==> src/logic/rft3_pkg.sv <==
// Package for the reader front end timer three: map, fields, encodings
package rft3_pkg;

  // Register byte offsets
  localparam logic [7:0] RFT3_OFS_CTRL      = 8'h1E;
  localparam logic [7:0] RFT3_OFS_RELOAD_HI = 8'h1F;
  localparam logic [7:0] RFT3_OFS_RELOAD_LO = 8'h20;
  localparam logic [7:0] RFT3_OFS_COUNT_HI  = 8'h21;
  localparam logic [7:0] RFT3_OFS_COUNT_LO  = 8'h22;

  // Control register field positions
  localparam int RFT3_CTRL_STOP_RX_BIT = 7;
  localparam int RFT3_CTRL_START_LSB   = 4;
  localparam int RFT3_CTRL_AUTO_BIT    = 3;
  localparam int RFT3_CTRL_CLK_LSB     = 0;

  // Reset values
  localparam logic [7:0]  RFT3_CTRL_RST   = 8'h00;
  localparam logic [7:0]  RFT3_RELOAD_RST = 8'h00;
  localparam logic [15:0] RFT3_COUNT_RST  = 16'h0000;
  localparam logic [7:0]  RFT3_RDATA_RST  = 8'h00;

  // Nominal rates of the two fixed count clocks, for reference only
  localparam int RFT3_FAST_CLK_KHZ_X100 = 1356000;
  localparam int RFT3_SLOW_CLK_HZ       = 211875;

  // Start source selection
  typedef enum logic [1:0] {
    RFT3_START_NONE     = 2'b00,
    RFT3_START_TX_END   = 2'b01,
    RFT3_START_TRIM     = 2'b10,
    RFT3_START_TRIM_UF  = 2'b11
  } rft3_start_t;

  // Count clock selection
  typedef enum logic [1:0] {
    RFT3_CLK_FAST  = 2'b00,
    RFT3_CLK_SLOW  = 2'b01,
    RFT3_CLK_TZERO = 2'b10,
    RFT3_CLK_TONE  = 2'b11
  } rft3_clksel_t;

endpackage

==> src/logic/rft3_timer.sv <==
// Reader front end timer three: 16-bit down counter with byte registers
module rft3_timer (
  // Clock and reset
  input  wire logic        ref_clk_i,
  input  wire logic        srst_i,
  // Register port
  input  wire logic [7:0]  addr_i,
  input  wire logic [7:0]  wdata_i,
  input  wire logic        wr_i,
  input  wire logic        rd_i,
  output logic      [7:0]  rdata_o,
  // Count clock ticks, one cycle each
  input  wire logic        tick_fast_i,
  input  wire logic        tick_slow_i,
  input  wire logic        timer_zero_uf_i,
  input  wire logic        timer_one_uf_i,
  // Start and stop events from the transceiver
  input  wire logic        start_now_i,
  input  wire logic        tx_end_i,
  input  wire logic        rx_four_bits_i,
  input  wire logic        trim_rise_i,
  // Status out
  output logic             running_o,
  output logic             underflow_o,
  output logic             underflow_irq_flag_o
);
  import rft3_pkg::*;

  typedef struct packed {
    logic         stop_on_receive;
    rft3_start_t  start_select;
    logic         auto_reload_enable;
    rft3_clksel_t count_clock_select;
    logic [7:0]   reload_value_high;
    logic [7:0]   reload_value_low;
    logic [15:0]  count;
    logic         running;
    logic         irq;
    logic [7:0]   rdata;
  } rft3_state_t;

  rft3_state_t s_q, s_d;
  logic        tick;
  logic        uf;
  logic        start_evt;
  logic        rx_stop;
  logic        trim_mode;
  logic [15:0] reload_value;

  // Chosen count clock tick
  function automatic logic pick_tick(input rft3_clksel_t sel,
                                     input logic [3:0] ticks);
    unique case (sel)
      RFT3_CLK_FAST:  pick_tick = ticks[0];
      RFT3_CLK_SLOW:  pick_tick = ticks[1];
      RFT3_CLK_TZERO: pick_tick = ticks[2];
      RFT3_CLK_TONE:  pick_tick = ticks[3];
    endcase
  endfunction

  // Event decode
  always_comb begin
    reload_value = {s_q.reload_value_high, s_q.reload_value_low};
    tick = pick_tick(s_q.count_clock_select,
                     {timer_one_uf_i, timer_zero_uf_i,
                      tick_slow_i, tick_fast_i});
    trim_mode = s_q.start_select[1];
    // Trimming starts on an oscillator rise while idle, stops on the next
    start_evt = start_now_i
              | (tx_end_i & (s_q.start_select == RFT3_START_TX_END))
              | (trim_rise_i & trim_mode & ~s_q.running);
    // Trim modes mask the receive stop
    rx_stop = rx_four_bits_i & s_q.stop_on_receive & ~trim_mode;
    // No underflow in plain trimming: the count just parks at zero
    uf = s_q.running & tick & (s_q.count == 16'h0000)
       & (s_q.start_select != RFT3_START_TRIM);
  end

  // Next state
  always_comb begin
    s_d = s_q;
    s_d.irq = uf;
    // Register writes; reserved control bits are dropped
    if (wr_i) begin
      unique case (addr_i)
        RFT3_OFS_CTRL: begin
          s_d.stop_on_receive    = wdata_i[RFT3_CTRL_STOP_RX_BIT];
          s_d.start_select       =
            rft3_start_t'(wdata_i[RFT3_CTRL_START_LSB +: 2]);
          s_d.auto_reload_enable = wdata_i[RFT3_CTRL_AUTO_BIT];
          s_d.count_clock_select =
            rft3_clksel_t'(wdata_i[RFT3_CTRL_CLK_LSB +: 2]);
        end
        RFT3_OFS_RELOAD_HI: s_d.reload_value_high = wdata_i;
        RFT3_OFS_RELOAD_LO: s_d.reload_value_low  = wdata_i;
        default: ;
      endcase
    end
    // Counting; a start wins over a stop in the same cycle
    if (start_evt) begin
      s_d.count   = reload_value;
      s_d.running = 1'b1;
    end else if (rx_stop || (trim_rise_i && trim_mode && s_q.running)) begin
      s_d.running = 1'b0;
    end else if (uf) begin
      if (s_q.auto_reload_enable) begin
        s_d.count = reload_value;
      end else begin
        s_d.running = 1'b0;
      end
    end else if (s_q.running && tick && s_q.count != 16'h0000) begin
      s_d.count = s_q.count - 16'h0001;
    end
    // Read data stands in the cycle after the strobe only
    s_d.rdata = RFT3_RDATA_RST;
    if (rd_i) begin
      unique case (addr_i)
        RFT3_OFS_CTRL: begin
          s_d.rdata[RFT3_CTRL_STOP_RX_BIT]     = s_q.stop_on_receive;
          s_d.rdata[RFT3_CTRL_START_LSB +: 2]  = s_q.start_select;
          s_d.rdata[RFT3_CTRL_AUTO_BIT]        = s_q.auto_reload_enable;
          s_d.rdata[RFT3_CTRL_CLK_LSB +: 2]    = s_q.count_clock_select;
        end
        RFT3_OFS_RELOAD_HI: s_d.rdata = s_q.reload_value_high;
        RFT3_OFS_RELOAD_LO: s_d.rdata = s_q.reload_value_low;
        // Not stable during reception; software avoids that window
        RFT3_OFS_COUNT_HI:  s_d.rdata = s_q.count[15:8];
        RFT3_OFS_COUNT_LO:  s_d.rdata = s_q.count[7:0];
        default: ;
      endcase
    end
  end

  // State register
  always_ff @(posedge ref_clk_i) begin
    if (srst_i) begin
      s_q.stop_on_receive    <= RFT3_CTRL_RST[RFT3_CTRL_STOP_RX_BIT];
      s_q.start_select       <= RFT3_START_NONE;
      s_q.auto_reload_enable <= RFT3_CTRL_RST[RFT3_CTRL_AUTO_BIT];
      s_q.count_clock_select <= RFT3_CLK_FAST;
      s_q.reload_value_high  <= RFT3_RELOAD_RST;
      s_q.reload_value_low   <= RFT3_RELOAD_RST;
      s_q.count              <= RFT3_COUNT_RST;
      s_q.running            <= 1'b0;
      s_q.irq                <= 1'b0;
      s_q.rdata              <= RFT3_RDATA_RST;
    end else begin
      s_q <= s_d;
    end
  end

  // Outputs
  assign rdata_o              = s_q.rdata;
  assign running_o            = s_q.running;
  assign underflow_o          = uf;
  assign underflow_irq_flag_o = s_q.irq;
endmodule

==> config.mk <==
export PLATFORM = sky130hd
export DESIGN_NAME = rft3_timer
export DESIGN_NICKNAME = d
export VERILOG_FILES = /design/src/logic/rft3_pkg.sv /design/src/logic/rft3_timer.sv
export SDC_FILE = /design/constraint.sdc
export NUM_CORES = 1
export LEC_CHECK = 0
export ABC_AREA = 1
export BUFFER_PORTS_ARGS = -buffer_cell sky130_fd_sc_hd__buf_2
export CORE_MARGIN = 3
export CORE_UTILIZATION = 45
export CTS_CLUSTER_DIAMETER = 40
export DETAILED_ROUTE_END_ITERATION = 8
export GPL_ROUTABILITY_DRIVEN = 0
export PLACE_DENSITY_LB_ADDON = 0.05
export SLEW_MARGIN = 10
export SYNTH_ARGS = -nofsm -noshare
export SYNTH_HDL_FRONTEND = slang
export SYNTH_SLANG_ARGS = --single-unit
==> constraint.sdc <==
create_clock -name ref_clk_i -period 1.7 [get_ports ref_clk_i]
set_input_delay 0.255 -clock ref_clk_i [delete_from_list [all_inputs] [get_ports ref_clk_i]]
set_output_delay 0.255 -clock ref_clk_i [all_outputs]
set_load 0.02 [all_outputs]
==> impl_metrics.csv <==
group,metric,value,unit
run_status,outcome,"finished, violations left",
run_status,violations,"negative setup slack",
worst_hold_path,holdPathEnd,"underflow_irq_flag_o",
pwr,p_total,0.00291,W
clock_network,cts_tree,"built",
drt,drt_iter0_drc,170,
worst_setup_path,r2r_end,"s_q[19]",
placement,dpl.hpwl,6320,um
drt,post-route-drc-count,0,
job,cap_violations,0,
timing,max_freq,541,MHz
layout,drive_above_1_share,0.291,
worst_setup_path,crit_slowest_cell,"dfxtp_1",
layout,diodes,0,
floorplanning,initial_utilization,0.474,
floorplanning,die_width,85.7,um
worst_setup_path,worst_ep_required_time,1.91,ns
synth,yosys-top-cells-area,"dfxtp_1 (34%), nand2_1 (15%), nor2_1 (10%)",
synth,syn-num-nets,482,
timing,fin_ws,-0.148,ns
synth,synth_top_area_share,0.337,
timing,rsz0062_at_grt,"true",
worst_setup_path,critPathLaunchType,"register",
placement,dp_cells,571,
worst_setup_path,criticalPathCategory,"register to register",
synth,yosysWarnings,0,
drt,wl,8700,um
global_route,grt_antenna_before_repair,0,
worst_setup_path,cpPeakStageDelay,0.33,ns
synth,yosysSeqAreaShare,0.337,
floorplanning,dieArea,0.00734,sq mm
clock_network,numCtsBuffers,5,
floorplanning,core,0.00603,sq mm
floorplanning,die_h,85.7,um
worst_setup_path,cp_max_fo,8,
synth,synth_area_per_cell,6.32,sq um
worst_setup_path,crit_cells,12,
global_route,grt_pass1_wl,13800,um
floorplanning,num_io_pins,39,
worst_setup_path,path_buf_inv,2,
layout,final_cell_area,0.00368,sq mm
timing,setup_viol,17,
worst_hold_path,min_path_cells,2,
synth,synth.distinct_cells,30,
global_route,first_global_vias,2786,
global_route,gr-total-overflow,0,
pwr,powerDensity,792,mW/mm^2
pwr,p_sw_frac,0.314,
clock_network,path_clk_slew,0.09,ns
global_route,grt_start_max_net_pins,39,
worst_setup_path,crit_arrival,2.06,ns
synth,yosysTopAreaCell,"dfxtp_1",
pwr,seq_power_share,0.417,
worst_hold_path,worstHoldStart,"srst_i",
timing,max_slew_margin,0.670,
placement,port-buffer-count,38,
drt,route.met2.wl,4120,um
worst_setup_path,end_kind,"register",
pwr,p_clk_frac,0.308,
clock_network,cts_hold_buf,0,
timing,hold_viol,0,
worst_hold_path,hold_class,"primary input to register",
floorplanning,rows,28,
synth,syn-cell-area,0.00286,sq mm
drt,wl_per_cell,14.7,um
layout,final_util,0.610,
clock_network,clock-root-buffer,"clkbuf_8",
pwr,max-vdd-ir-drop,0.663,mV
drt,drt-met1-wl,3840,um
placement,place_area,0.00322,sq mm
pwr,power_switching,0.000914,W
worst_setup_path,r2r_setup_slack,-0.15,ns
clock_network,htree_levels,2,
timing,hold_ws,0.177,ns
worst_setup_path,cp_cell_sequence,"nor2_1 > nand2_1 > nor2_1 > nand2_2 > nor2_4 > nand2_4 > buf_6 > nand3_4 > nand3_4 > clkbuf_16 > nor2_2 > nor2_2",
pwr,power.internal,0.00200,W
pwr,power_frac_comb,0.275,
layout,final_cells,591,
timing,skew,0.00817,ns
worst_setup_path,critPathTopFamily,"simple AND/OR/NAND/NOR gates",
drt,drtAntennaViolNets,0,
synth,ys_ff_latch,48,
drt,dr.pass1.iters,5,
timing,timing.final.crit_share,1.09,
timing,drv_slew,0,
synth,synth_cells,452,
timing,period_needed,1.85,ns
worst_setup_path,rr_worst_depth,12,
global_route,track_usage,0.241,
drt,wl_met3,524,um
timing,tightest_slew,0.493,ns
drt,via_per_inst,5.08,
clock_network,clock-sinks,48,
drt,top_layer_used,"met4",
clock_network,clk_latency,0.31,ns
layout,areaGrowthSynthToFinish,28.7,%
pwr,leakagePower,1.75,nW
layout,fin_nets,545,
worst_setup_path,r2r-start,"s_q[24]",
drt,via_count,3004,
clock_network,clockBufferDepth,2,
==> how the worst max path moves through the flow <==
stage            start     endpoint
2_1_floorplan  s_q[10]      s_q[20]
3_3_place_gp   s_q[10]      s_q[23]
3_5_place_dp   s_q[10]      s_q[25]
4_1_cts        s_q[15]  underflow_o
5_1_grt        s_q[11]      s_q[19]
6_report       s_q[24]      s_q[19]
==> cells by family after synthesis <==
kind of cell | after synthesis | share of synthesized area
AND/OR/NAND/NOR | 239 | 0.353
AO/OA/AOI/OAI | 70 | 0.132
buffers and inverters | 82 | 0.136
XOR/XNOR | 11 | 0.0337
adder cells (fa/ha/maj) | 2 | 0.00876
flip-flops | 48 | 0.337
==> cell type report <==
| class | instances | area, sq um |
|---|---|---|
| timing repair buffer | 80 | 587 |
| clock buffer | 6 | 82.6 |
| inverter | 58 | 218 |
| multi-input combinational | 322 | 1680 |
| sequential | 48 | 978 |
| fill | 591 | 2350 |
| tap | 75 | 93.8 |
| clock inverter | 2 | 38.8 |
==> power by group through the flow <==
stage                     logic [W]  registers (W)  clock network, W
final                      0.000801        0.00121          0.000895
after detailed placement   0.000647        0.00123                 0
after global routing       0.000897        0.00122          0.000956
after CTS                  0.000695        0.00121          0.000906
after floorplan            0.000429        0.00122                 0
after global placement     0.000641        0.00123                 0
==> per-stage QoR <==
step	TNS [ns]	worst slack, ns
4_1_cts	-1.42	-0.123
2_1_floorplan	0	0.157
5_1_grt	-3.20	-0.225
3_3_place_gp	0	0.0113
3_5_place_dp	-0.527	-0.0853
6_report	-1.67	-0.148
==> sequential cells by signal (all words and copies together) (netlist names) <==
signal and flops:
s_q 22, rdata_o 8, reload_value 16, underflow_irq_flag_o 1, running_o 1
==> cells in the mapped netlist, drive strengths merged <==
master and count:
dfxtp 48, o21bai 1, nand4 1, or2 1
a211oi 1, inv 58, nor3 5, a41oi 1
o211ai 3, o22ai 8, nand2 116, o21ai 33
xor2 10, buf 22, nor2 86, ha 2
nand3 30, clkbuf 2, xnor2 1, a21oi 23
==> timing repair <==
action	in CTS	in global routing
cloned	0	2
resized for setup	28	41
pin swaps	9	13
buffers inserted	10	1
setup endpoints to repair	17	17
==> worst register-to-register path: cells and delay by family (launching register included) <==
| family | cells | cell delay [ns] |
|---|---|---|
| flip-flops | 1 | 0.33 |
| buffers and inverters | 2 | 0.34 |
| AND/OR/NAND/NOR | 10 | 1.08 |
==> layer usage <==
layer  GRT usage  vias up
li1            -     1529
met1       0.322     1350
met2       0.386      104
met3      0.0451       21
met4      0.0950        0
met5           0        -
==> placed cells by master (no fill, tap or decap), types with 4 or more instances in the layout <==
master	Yosys	final
nor3_1	4	4
dfxtp_1	48	38
nor2_1	77	60
clkbuf_8	0	6
dfxtp_2	0	8
buf_4	11	35
nand2_2	3	13
buf_2	7	37
o21ai_0	31	31
o22ai_1	8	8
nor2_4	2	11
nand2_1	113	99
a21oi_1	23	23
inv_1	56	53
xor2_1	10	10
nand3_1	28	28
nor2_2	7	15
inv_2	2	5
No activity file was read; power rests on OpenSTA's default activity.
